$ cat config.mk
export PLATFORM = sky130hd
export DESIGN_NAME = irqsf_core
export DESIGN_NICKNAME = d
export VERILOG_FILES = /design/src/rtl/irqsf_alu_flags.v /design/src/rtl/irqsf_core.v
export VERILOG_INCLUDE_DIRS = /design/src /design/src/rtl
export SDC_FILE = /design/constraint.sdc
export NUM_CORES = 1
export LEC_CHECK = 0
export BUFFER_PORTS_ARGS = -buffer_cell sky130_fd_sc_hd__buf_2
export CORE_MARGIN = 1
export CORE_UTILIZATION = 54
export CTS_CLUSTER_DIAMETER = 100
export CTS_CLUSTER_SIZE = 8
export DETAILED_ROUTE_END_ITERATION = 6
export PLACE_DENSITY_LB_ADDON = 0.05
export SLEW_MARGIN = 20
export SYNTH_ARGS = -nofsm -noshare
export SYNTH_HDL_FRONTEND = slang
export SYNTH_SLANG_ARGS = --single-unit
$ cat constraint.sdc
create_clock -name ref_clk_i -period 6.95 [get_ports ref_clk_i]
set_input_delay 0.695 -clock ref_clk_i [delete_from_list [all_inputs] [get_ports ref_clk_i]]
set_output_delay 0.695 -clock ref_clk_i [all_outputs]
set_load 0.005 [all_outputs]
$ cat src/rtl/irqsf_defines.vh
// Constants for the interrupt and status flag block.
// Assumes inclusion by bare name from the rtl folder.
`ifndef IRQSF_DEFINES_VH
`define IRQSF_DEFINES_VH
// ----------------------------------------
// Register addresses
// ----------------------------------------
`define IRQSF_ADDR_STATUS 8'h0A
`define IRQSF_ADDR_CTRL_LO 8'h0B
`define IRQSF_ADDR_CTRL_HI 8'h1E
// ----------------------------------------
// Status bits
// ----------------------------------------
`define IRQSF_ST_CARRY 0
`define IRQSF_ST_HALF 1
`define IRQSF_ST_ZERO 2
`define IRQSF_ST_WRAP 3
`define IRQSF_ST_SLEEP 4
`define IRQSF_ST_WDOG 5
// ----------------------------------------
// Low control bits
// ----------------------------------------
`define IRQSF_LO_GIE 0
`define IRQSF_LO_PIN_EN 1
`define IRQSF_LO_T0_EN 2
`define IRQSF_LO_T1_EN 3
`define IRQSF_LO_PIN_PEND 4
`define IRQSF_LO_T0_PEND 5
`define IRQSF_LO_T1_PEND 6
// ----------------------------------------
// High control bits
// ----------------------------------------
`define IRQSF_HI_T2_PEND 0
`define IRQSF_HI_T3_PEND 1
`define IRQSF_HI_T2_EN 4
`define IRQSF_HI_T3_EN 5
// ----------------------------------------
// Vectors and source indices
// ----------------------------------------
`define IRQSF_VEC_PIN 8'h04
`define IRQSF_VEC_T0 8'h08
`define IRQSF_VEC_T1 8'h0C
`define IRQSF_VEC_T2 8'h10
`define IRQSF_VEC_T3 8'h14
`define IRQSF_NSRC 5
`define IRQSF_SRC_PIN 0
`define IRQSF_SRC_T0 1
`define IRQSF_SRC_T1 2
`define IRQSF_SRC_T2 3
`define IRQSF_SRC_T3 4
`endif

$ cat src/rtl/irqsf_alu_flags.v
// Arithmetic flag computation for one ALU operation.
// Assumes operands and result come from the core's ALU in the same cycle.
`include "irqsf_defines.vh"

module irqsf_alu_flags
(
    input wire [7:0] op_a_i,
    input wire [7:0] op_b_i,
    input wire carry_in_i,
    input wire is_sub_i,
    output wire [7:0] sum_o,
    output wire carry_o,
    output wire half_o,
    output wire wrap_o
);
    // Subtraction is a + ~b + carry, so carry out means no borrow
    wire [7:0] b_eff;
    wire [4:0] low_sum;
    wire [7:0] low7_sum;
    wire [8:0] full_sum;

    assign b_eff = is_sub_i ? ~op_b_i : op_b_i;
    assign low_sum = {1'b0, op_a_i[3:0]} + {1'b0, b_eff[3:0]}
        + {4'h0, carry_in_i};
    assign low7_sum = {1'b0, op_a_i[6:0]} + {1'b0, b_eff[6:0]}
        + {7'h00, carry_in_i};
    assign full_sum = {1'b0, op_a_i} + {1'b0, b_eff} + {8'h00, carry_in_i};
    assign sum_o = full_sum[7:0];
    assign carry_o = full_sum[8];
    assign half_o = low_sum[4];
    assign wrap_o = low7_sum[7] ^ full_sum[8];
endmodule

$ cat src/rtl/irqsf_core.v
// Interrupt request, enable and vectoring logic with the status flags.
// Assumes one core clock; phase pulse, instruction strobes, timer
// overflows and register accesses are synchronous single-cycle pulses.
`include "irqsf_defines.vh"

module irqsf_core
#(
    parameter PIN_BOTH_EDGES = 1'b1
)
(
    input wire ref_clk_i,
    input wire rst_b_i,
    input wire clk_en_i,
    // Register access from the core data path
    input wire [7:0] reg_addr_i,
    input wire reg_wr_i,
    input wire [7:0] reg_wdata_i,
    output reg [7:0] reg_rdata_o,
    // ALU result reporting
    input wire alu_arith_i,
    input wire alu_logic_i,
    input wire alu_rotate_i,
    input wire [7:0] alu_op_a_i,
    input wire [7:0] alu_op_b_i,
    input wire alu_is_sub_i,
    input wire alu_use_carry_i,
    input wire [7:0] alu_logic_result_i,
    input wire alu_rot_carry_i,
    // Instruction and power events
    input wire halt_exec_i,
    input wire watchdog_kick_i,
    input wire watchdog_timeout_i,
    input wire isr_exit_restore_i,
    input wire subroutine_exit_i,
    // Sources and sequencing
    input wire ext_irq_pin_i,
    input wire [3:0] timer_overflow_i,
    input wire stack_full_i,
    input wire phase_two_pulse_i,
    output reg irq_ack_o,
    output reg [7:0] irq_vector_o,
    output reg [7:0] status_o
);
    // ----------------------------------------
    // Flag storage
    // ----------------------------------------
    reg carry_flag;
    reg half_carry_flag;
    reg zero_flag;
    reg signed_wrap_flag;
    reg sleep_entered_flag;
    reg watchdog_expired_flag;
    reg global_irq_enable;
    reg pin_irq_enable;
    reg timer0_irq_enable;
    reg timer1_irq_enable;
    reg timer2_irq_enable;
    reg timer3_irq_enable;
    reg pin_irq_pending;
    reg timer0_pending;
    reg timer1_pending;
    reg timer2_pending;
    reg timer3_pending;
    reg pin_last;
    reg pin_seen;
    reg ack_hold;

    wire [7:0] sum;
    wire sum_carry;
    wire sum_half;
    wire sum_wrap;
    wire wr_status;
    wire wr_lo;
    wire wr_hi;
    wire pin_edge;
    wire [4:0] ready;
    wire [4:0] grant;
    wire take;
    wire [7:0] status_word;
    wire [7:0] ctrl_lo_word;
    wire [7:0] ctrl_hi_word;

    // Lowest set index wins; index order is the priority order
    function [4:0] irqsf_pick;
        input [4:0] req;
        begin
            irqsf_pick = req & (~req + 5'h01);
        end
    endfunction

    function [7:0] irqsf_vector;
        input [4:0] g;
        begin
            case (g)
                5'h01: irqsf_vector = `IRQSF_VEC_PIN;
                5'h02: irqsf_vector = `IRQSF_VEC_T0;
                5'h04: irqsf_vector = `IRQSF_VEC_T1;
                5'h08: irqsf_vector = `IRQSF_VEC_T2;
                5'h10: irqsf_vector = `IRQSF_VEC_T3;
                default: irqsf_vector = 8'h00;
            endcase
        end
    endfunction

    irqsf_alu_flags u_alu_flags
    (
        .op_a_i(alu_op_a_i),
        .op_b_i(alu_op_b_i),
        .carry_in_i(alu_use_carry_i ? carry_flag : alu_is_sub_i),
        .is_sub_i(alu_is_sub_i),
        .sum_o(sum),
        .carry_o(sum_carry),
        .half_o(sum_half),
        .wrap_o(sum_wrap)
    );

    // ----------------------------------------
    // Decode and request selection
    // ----------------------------------------
    assign wr_status = reg_wr_i && (reg_addr_i == `IRQSF_ADDR_STATUS);
    assign wr_lo = reg_wr_i && (reg_addr_i == `IRQSF_ADDR_CTRL_LO);
    assign wr_hi = reg_wr_i && (reg_addr_i == `IRQSF_ADDR_CTRL_HI);
    // Falling edge always counts; rising only when both edges are chosen
    assign pin_edge = (pin_seen && pin_last && !ext_irq_pin_i)
        || (pin_seen && PIN_BOTH_EDGES && !pin_last && ext_irq_pin_i);

    // Enables gate servicing only; they never stop flags latching
    assign ready = {timer3_pending & timer3_irq_enable,
                    timer2_pending & timer2_irq_enable,
                    timer1_pending & timer1_irq_enable,
                    timer0_pending & timer0_irq_enable,
                    pin_irq_pending & pin_irq_enable};
    // Stack-full holds the request; it stays pending for a later pulse
    assign take = phase_two_pulse_i && global_irq_enable
        && !stack_full_i && (ready != 5'h00);
    assign grant = take ? irqsf_pick(ready) : 5'h00;

    assign status_word = {2'b00, watchdog_expired_flag, sleep_entered_flag,
        signed_wrap_flag, zero_flag, half_carry_flag, carry_flag};
    assign ctrl_lo_word = {1'b0, timer1_pending, timer0_pending,
        pin_irq_pending, timer1_irq_enable, timer0_irq_enable,
        pin_irq_enable, global_irq_enable};
    assign ctrl_hi_word = {2'b00, timer3_irq_enable, timer2_irq_enable,
        2'b00, timer3_pending, timer2_pending};

    // ----------------------------------------
    // Arithmetic flags
    // ----------------------------------------
    always @(posedge ref_clk_i or negedge rst_b_i)
    begin
        if (!rst_b_i)
        begin
            carry_flag <= 1'b0;
            half_carry_flag <= 1'b0;
            zero_flag <= 1'b0;
            signed_wrap_flag <= 1'b0;
        end
        else if (clk_en_i)
        begin
            // ALU results take precedence over a direct register write
            if (alu_arith_i)
            begin
                carry_flag <= sum_carry;
                half_carry_flag <= sum_half;
                signed_wrap_flag <= sum_wrap;
                zero_flag <= (sum == 8'h00);
            end
            else if (alu_rotate_i)
                carry_flag <= alu_rot_carry_i;
            else if (alu_logic_i)
                zero_flag <= (alu_logic_result_i == 8'h00);
            else if (wr_status)
            begin
                carry_flag <= reg_wdata_i[`IRQSF_ST_CARRY];
                half_carry_flag <= reg_wdata_i[`IRQSF_ST_HALF];
                zero_flag <= reg_wdata_i[`IRQSF_ST_ZERO];
                signed_wrap_flag <= reg_wdata_i[`IRQSF_ST_WRAP];
            end
        end
    end

    // ----------------------------------------
    // Power flags
    // ----------------------------------------
    // Register writes never reach these two bits
    always @(posedge ref_clk_i or negedge rst_b_i)
    begin
        if (!rst_b_i)
        begin
            sleep_entered_flag <= 1'b0;
            watchdog_expired_flag <= 1'b0;
        end
        else if (clk_en_i)
        begin
            if (halt_exec_i)
                sleep_entered_flag <= 1'b1;
            else if (watchdog_kick_i)
                sleep_entered_flag <= 1'b0;
            if (watchdog_timeout_i)
                watchdog_expired_flag <= 1'b1;
            else if (watchdog_kick_i || halt_exec_i)
                watchdog_expired_flag <= 1'b0;
        end
    end

    // ----------------------------------------
    // Control registers and pending flags
    // ----------------------------------------
    always @(posedge ref_clk_i or negedge rst_b_i)
    begin
        if (!rst_b_i)
        begin
            global_irq_enable <= 1'b0;
            pin_irq_enable <= 1'b0;
            timer0_irq_enable <= 1'b0;
            timer1_irq_enable <= 1'b0;
            timer2_irq_enable <= 1'b0;
            timer3_irq_enable <= 1'b0;
            pin_irq_pending <= 1'b0;
            timer0_pending <= 1'b0;
            timer1_pending <= 1'b0;
            timer2_pending <= 1'b0;
            timer3_pending <= 1'b0;
            pin_last <= 1'b1;
            pin_seen <= 1'b0;
        end
        else if (clk_en_i)
        begin
            pin_last <= ext_irq_pin_i;
            pin_seen <= 1'b1;
            if (wr_lo)
            begin
                global_irq_enable <= reg_wdata_i[`IRQSF_LO_GIE];
                pin_irq_enable <= reg_wdata_i[`IRQSF_LO_PIN_EN];
                timer0_irq_enable <= reg_wdata_i[`IRQSF_LO_T0_EN];
                timer1_irq_enable <= reg_wdata_i[`IRQSF_LO_T1_EN];
                pin_irq_pending <= reg_wdata_i[`IRQSF_LO_PIN_PEND];
                timer0_pending <= reg_wdata_i[`IRQSF_LO_T0_PEND];
                timer1_pending <= reg_wdata_i[`IRQSF_LO_T1_PEND];
            end
            if (wr_hi)
            begin
                timer2_irq_enable <= reg_wdata_i[`IRQSF_HI_T2_EN];
                timer3_irq_enable <= reg_wdata_i[`IRQSF_HI_T3_EN];
                timer2_pending <= reg_wdata_i[`IRQSF_HI_T2_PEND];
                timer3_pending <= reg_wdata_i[`IRQSF_HI_T3_PEND];
            end
            // Global enable: return restores, service clears last
            if (isr_exit_restore_i)
                global_irq_enable <= 1'b1;
            if (take)
                global_irq_enable <= 1'b0;
            // Service clears the granted flag
            if (grant[`IRQSF_SRC_PIN])
                pin_irq_pending <= 1'b0;
            if (grant[`IRQSF_SRC_T0])
                timer0_pending <= 1'b0;
            if (grant[`IRQSF_SRC_T1])
                timer1_pending <= 1'b0;
            if (grant[`IRQSF_SRC_T2])
                timer2_pending <= 1'b0;
            if (grant[`IRQSF_SRC_T3])
                timer3_pending <= 1'b0;
            // New events written last so they win over any clear
            if (pin_edge)
                pin_irq_pending <= 1'b1;
            if (timer_overflow_i[0])
                timer0_pending <= 1'b1;
            if (timer_overflow_i[1])
                timer1_pending <= 1'b1;
            if (timer_overflow_i[2])
                timer2_pending <= 1'b1;
            if (timer_overflow_i[3])
                timer3_pending <= 1'b1;
        end
    end

    // ----------------------------------------
    // Acknowledge to the sequencer
    // ----------------------------------------
    // Sequencer pushes only its program counter on ack; nothing here
    // saves status, and plain return has no effect on this block.
    always @(posedge ref_clk_i or negedge rst_b_i)
    begin
        if (!rst_b_i)
        begin
            irq_ack_o <= 1'b0;
            irq_vector_o <= 8'h00;
            ack_hold <= 1'b0;
        end
        else if (clk_en_i)
        begin
            if (take)
            begin
                irq_ack_o <= 1'b1;
                irq_vector_o <= irqsf_vector(grant);
                ack_hold <= 1'b1;
            end
            else if (phase_two_pulse_i && ack_hold)
            begin
                irq_ack_o <= 1'b0;
                irq_vector_o <= 8'h00;
                ack_hold <= 1'b0;
            end
        end
    end

    // ----------------------------------------
    // Read data and status mirror
    // ----------------------------------------
    always @(posedge ref_clk_i or negedge rst_b_i)
    begin
        if (!rst_b_i)
        begin
            reg_rdata_o <= 8'h00;
            status_o <= 8'h00;
        end
        else if (clk_en_i)
        begin
            status_o <= status_word;
            case (reg_addr_i)
                `IRQSF_ADDR_STATUS: reg_rdata_o <= status_word;
                `IRQSF_ADDR_CTRL_LO: reg_rdata_o <= ctrl_lo_word;
                `IRQSF_ADDR_CTRL_HI: reg_rdata_o <= ctrl_hi_word;
                default: reg_rdata_o <= 8'h00;
            endcase
        end
    end
endmodule

==> metrics, run 1 <==
run status complete, no violations; critical path cell sequence buf_2 > xnor2_1 > fa_1 > fa_1 > nor2b_1 > o2111ai_1 > nand4_1 > a21oi_1 > o32a_1; Initial Utilization 58.5%; worst setup margin 4.26 ns; layout cells sized above 1 33.1%; Worst path most repeated cell fa_1; # port buffers 76; Least-Margin Pin Slew 0.791 ns; drt total wl 5470 microns; fin crit share 38.7%; number of unique standard cell types used by synthesis 58; Detail Route Antenna Nets 0; cell family with most CP delay adder cells; die area 4760 sq um; initial antenna violation count 0; Slew Limit Fails 0; Mapped Area 2420 sq um; async set-reset flop share out of synthesis 100%; max reg flops 7; Mapped Cells 252; Int Power 0.362 mW; CTS Buf Count 5; fin nets 396; core area 4140 sq um; CP bufs+invs 1; CTS tree yes; register area share after synthesis 37.2%; # rows 23; Pre-antenna DRT Iters 4; most frequent cell after synthesis dfrtp_1; Switch Pwr 0.152 mW; cts repair resizes 0; crit path launch type primary input; skew final 0.0106 ns; post-synthesis register bit count 36; worst-path maximum fanout 9; vias in the first global route 1968; clock root buffer clkbuf_8; Yosys top cell area share 36.1%; Pleak 1.39 nW; leading area contributor after synthesis dfrtp_1; CTS Hold Bufs 0; Achievable Freq 372 MHz; CP required 7.12 ns; Pwr per Cell Area 179 nW/um^2; Fill cells 358; clock latency on the worst-skew pair 0.29 ns; largest net degree at the start of global routing 39; Mean Syn Cell Area 9.62 sq um; Horiz. Die Dim 69.0 microns; unrepaired setup endpoints after global routing no; Post-synth EDFFs 0; total clock sinks 36; Setup Crit Path Kind in -> reg; Residual DRC 0; Top-Level Pins 87; Top reg by flops reg_rdata_o; Final Hold Fails 0; minimum clock period 2.69 ns; max_cap viols 0; synth warn 0; CP Capture Type flip-flop; Clk network pwr share 27.8%; WL/cell 14.5 microns; sequential power share 46.6%; area grow syn2layout 18.5%; clock slew at reported path FFs 0.06 ns; max incr delay on CP 0.43 ns; Detail Placement HPWL 4300 microns; dominant cells by area after synthesis dfrtp_1, mux2_2, mux2i_1, ha_1, xor2_1; Main synth FF type dfrtp_1; Logic pwr share 25.6%; number of setup buffers added after CTS 0; Synth top cells by count dfrtp_1, nand2_1, nor2_1; setup tns final 0 ns; switch share 29.7%; Iter 0 DRT Violations 130; post-place setup slack 3.96 ns; vias after detailed routing 2112; first-pass GRT wire length 8770 microns; maximum vdd drop 0.114 mV; Final setup viols 0; Chip Height 69.0 microns; GRT overflow 0; Top Registers reg_rdata_o x7, status_o x6, irq_vector_o x3; RePlAce Congestion 0.885; slowest stage cell, crit path fa_1; H-Tree Depth 2; total track usage 25.1%; arrival time of the worst setup path 2.86 ns; hold crit path type reg -> reg; CTS Buffer Depth 2; DR vias/cell 5.62; Relative slew margins 47.2%; Antenna diodes 0
path summary, 6_finish.rpt:
kind / depth (start not counted) / startpoint / to / slack (ns)
setup / recovery: 9 / alu_is_sub_i / signed_wrap_flag / 4.26
hold / removal: 1 / pin_seen / pin_seen / 0.47
setup reg to reg: 8 / carry_flag / signed_wrap_flag / 4.50
hold reg to reg: 1 / pin_seen / pin_seen / 0.47
max in group asynchronous: 1 / rst_b_i / status_o[1] / 5.96
min in group asynchronous: 1 / rst_b_i / timer0_irq_enable / 0.48
cell usage in the layout (no fill, tap or decap), drive strengths merged, types with 9 or more instances in the layout:
cell type  Yosys  layout
xor2           9       9
nand2         19      19
inv           10      10
nor2          17      17
buf            9      76
a21oi         12      12
mux2          14      14
dfrtp         35      35
o21ai         14      14
mux2i          9       9
per-stage QoR:
step | hold WS (ns) | power, mW | util (%) | std cells | cell area [sq um]
after detailed placement | 0.458 | 0.374 | 67.4 | 368 | 2790
final | 0.469 | 0.514 | 69.3 | 376 | 2870
after global placement | 0.456 | 0.372 | 67.4 | 368 | 2790
after global routing | 0.483 | 0.545 | 69.3 | 376 | 2870
after floorplan | 0.399 | 0.327 | - | 259 | 2450
after CTS | 0.475 | 0.516 | 69.3 | 376 | 2870
area by class of cell:
type	instances	area (sq um)	share of cell area [%]
clock inverter	1	5.00	0.174
timing repair buffer	76	380	13.2
clock buffer	7	76.3	2.66
sequential	36	902	31.4
tap	50	62.6	2.18
multi-input combinational	196	1410	49.0
inverter	10	37.5	1.31
per-layer routing:
metal	global-route usage, %	part of all wire, %	routed length (microns)
met5	0	0	0
met4	8.93	1.5	80
met3	7.24	4.8	264
met2	39.9	46	2500
met1	32.3	48	2620
kinds of logic after synthesis:
logic type	Yosys count	synth area share, %
multiplexers	23	10.2
adder cells (fa/ha/maj)	9	5.27
AO/OA/AOI/OAI	59	17.6
XOR/XNOR	13	4.70
flip-flops	36	37.2
buffers and inverters	27	5.73
other	1	0.155
AND/OR/NAND/NOR	84	19.2
power by group through the flow:
stage                     Combinational, mW  Clock [mW]  Sequential [mW]
after floorplan                      0.0874           0            0.240
after global placement                0.129           0            0.243
after detailed placement              0.131           0            0.243
after CTS                             0.132       0.144            0.239
after global routing                  0.149       0.154            0.242
final                                 0.131       0.143            0.240
Power figures use the tool's default switching activity.
==> run 2: changes to the inputs <==
CORE_UTILIZATION = 45   (was 54)
clock period = 2.4 ns   (was 6.95 ns; I/O delays follow)
==> run 2 against run 1 <==
  * Via count decreased by 0.57%
  * Utilization is 12 points lower
  * Non-clock buffer count increased by 7
  * Clock power increased to 2.8 times the previous value
  * Setup slack worse by 4.1 ns
  * Worst hold slack worse by 0.43 ns
  * Register-to-register slack got worse by 4.3 ns
  * Count of clock-buffer cells in the layout rose by 1
  * Combinational power increased to 3.1 times the previous value
  * Power rose to 2.9 times the previous value
  * Die area increased by 19%
  * Final area grew 2.8%
==> metrics, run 2 (synthesis results as in run 1) <==
run status complete, no violations (unchanged); GRT overflow 0 (unchanged); total track usage 21.2% (was 25.1%); most common library cell in the layout ignoring fill and taps buf_2 (unchanged); most frequent cells in the layout buf_2, dfrtp_1, nand2_1 (unchanged); vias in the first global route 1928 (was 1968); Top-Level Pins 87 (unchanged); crit path launch type flip-flop (was primary input); Chip Height 75.4 microns (was 69.0 microns); Residual DRC 0 (unchanged); layout cells sized above 1 34.8% (was 33.1%); CP required 2.56 ns (was 7.12 ns); clock latency on the worst-skew pair 0.28 ns (was 0.29 ns); CTS Buffer Depth 2 (unchanged); CP Capture Type flip-flop (unchanged); hold crit path type in -> async (was reg -> reg); minimum clock period 2.24 ns; total power 1.49 mW (was 0.514 mW); CTS Buf Count 5 (unchanged); CTS tree yes (unchanged); Slew Limit Fails 0 (unchanged); Detail Placement HPWL 4410 microns (was 4300 microns); Final setup viols 0 (unchanged); Final Hold Fails 0 (unchanged); area grow syn2layout 21.9% (was 18.5%); Horiz. Die Dim 75.4 microns (was 69.0 microns); Pleak 1.43 nW (was 1.39 nW); Initial Utilization 47.2% (was 58.5%); number of setup buffers added after CTS 0 (unchanged); Detail Route Antenna Nets 0 (unchanged); max reg flops 7 (unchanged); clock slew at reported path FFs 0.07 ns (was 0.06 ns); Iter 0 DRT Violations 125 (was 130); fin crit share 93.5%; WL/cell 13.7 microns (was 14.5 microns); total clock sinks 36 (unchanged); # rows 26 (was 23); DR vias/cell 5.21 (was 5.62); final core utilization 57.5% (was 69.3%); die area 5680 sq um (was 4760 sq um); vias after detailed routing 2100 (was 2112); worst hold margin 0.0397 ns (was 0.469 ns); max_cap viols 0 (unchanged); Pre-antenna DRT Iters 4 (unchanged); worst-path maximum fanout 3 (was 9); largest net degree at the start of global routing 37 (was 39); initial antenna violation count 0 (unchanged); Pwr per Cell Area 506 nW/um^2 (was 179 nW/um^2); Top Registers reg_rdata_o x7, status_o x6, irq_vector_o x3 (unchanged); fin nets 403 (was 396); Achievable Freq 446 MHz; Top reg by flops reg_rdata_o (unchanged); Least-Margin Pin Slew 0.787 ns (was 0.791 ns); core area 5140 sq um (was 4140 sq um); maximum vdd drop 0.402 mV (was 0.114 mV); Setup Crit Path Kind reg -> reg (was in -> reg); first-pass GRT wire length 9140 microns (was 8770 microns); arrival time of the worst setup path 2.41 ns (was 2.86 ns); drt total wl 5510 microns (was 5470 microns); post-place setup slack -0.0102 ns (was 3.96 ns); Antenna diodes 0 (unchanged); worst setup margin 0.155 ns (was 4.26 ns); Relative slew margins 47.6% (was 47.2%); Worst Reg-to-Reg Cells 8 (unchanged); # port buffers 76 (unchanged); clock root buffer clkbuf_8 (unchanged); skew final 0.00690 ns (was 0.0106 ns); H-Tree Depth 2 (unchanged); RePlAce Congestion 0.869 (was 0.885)
==> run 2: cell count changes in the layout (fill, tap and decap cells not counted) <==
cell	previous run	this run
clkinv_2	1	0
fa_1	2	1
clkbuf_1	2	3
buf_4	0	7
nor2b_1	4	3
nor2b_2	0	1
fa_2	0	1
==> run 2: report_power, final <==
part,switching (mW),internal [mW]
clock network,0.198,0.206
logic,0.198,0.203
registers,0.0331,0.656
total,0.429,1.07
==> run 2: area by class of cell <==
class                      instances  area, sq um
clock buffer                       8         80.1
fill                             508         2190
inverter                          10         37.5
multi-input combinational        196         1410
sequential                        36          902
tap                               70         87.6
timing repair buffer              83          433
==> run 2: what timing repair did <==
item                                   in CTS  in global routing
setup endpoints to repair                   0                  2
gates resized for setup                     0                  2
hold buffers                                0                  0
endpoints found under the hold margin       0                  0
==> run 2: worst max-delay path, stage by stage (launching register included) <==
cell	delay [ns]
dfrtp_1	0.37
mux2i_1	0.10
fa_1	0.41
fa_2	0.38
nor2b_2	0.14
o2111ai_1	0.16
nand4_1	0.16
a21oi_1	0.08
o32a_1	0.33
==> run 2: final timing paths <==
| path | slack [ns] | startpoint | endpoint |
|---|---|---|---|
| max | 0.16 | carry_flag | signed_wrap_flag |
| min | 0.04 | rst_b_i | reg_rdata_o[3] |
| max reg2reg | 0.16 | carry_flag | signed_wrap_flag |
| min reg2reg | 0.47 | irq_vector_o[3] | irq_vector_o[3] |
| max in group asynchronous | 1.85 | rst_b_i | sleep_entered_flag |
| min in group ref_clk_i | 0.20 | watchdog_timeout_i | watchdog_expired_flag |
==> run 2: per-layer routing <==
layer / part of all wire (%) / vias to the layer above / global-route usage (%) / routed length, microns
met1: 50 / 969 / 31.0 / 2740
met4: 0.40 / 0 / 4.12 / 22
met2: 46 / 53 / 32.5 / 2520
li1: - / 1076 / - / -
met5: 0 / - / 0 / 0
met3: 4.2 / 2 / 4.50 / 234
==> run 2: stage by stage <==
stage          cell area [sq um]  cells  setup TNS, ns
2_1_floorplan               2450    259              0
5_1_grt                     2950    403       -0.00747
3_3_place_gp                2870    395              0
4_1_cts                     2950    403              0
6_report                    2950    403              0
3_5_place_dp                2870    395        -0.0102
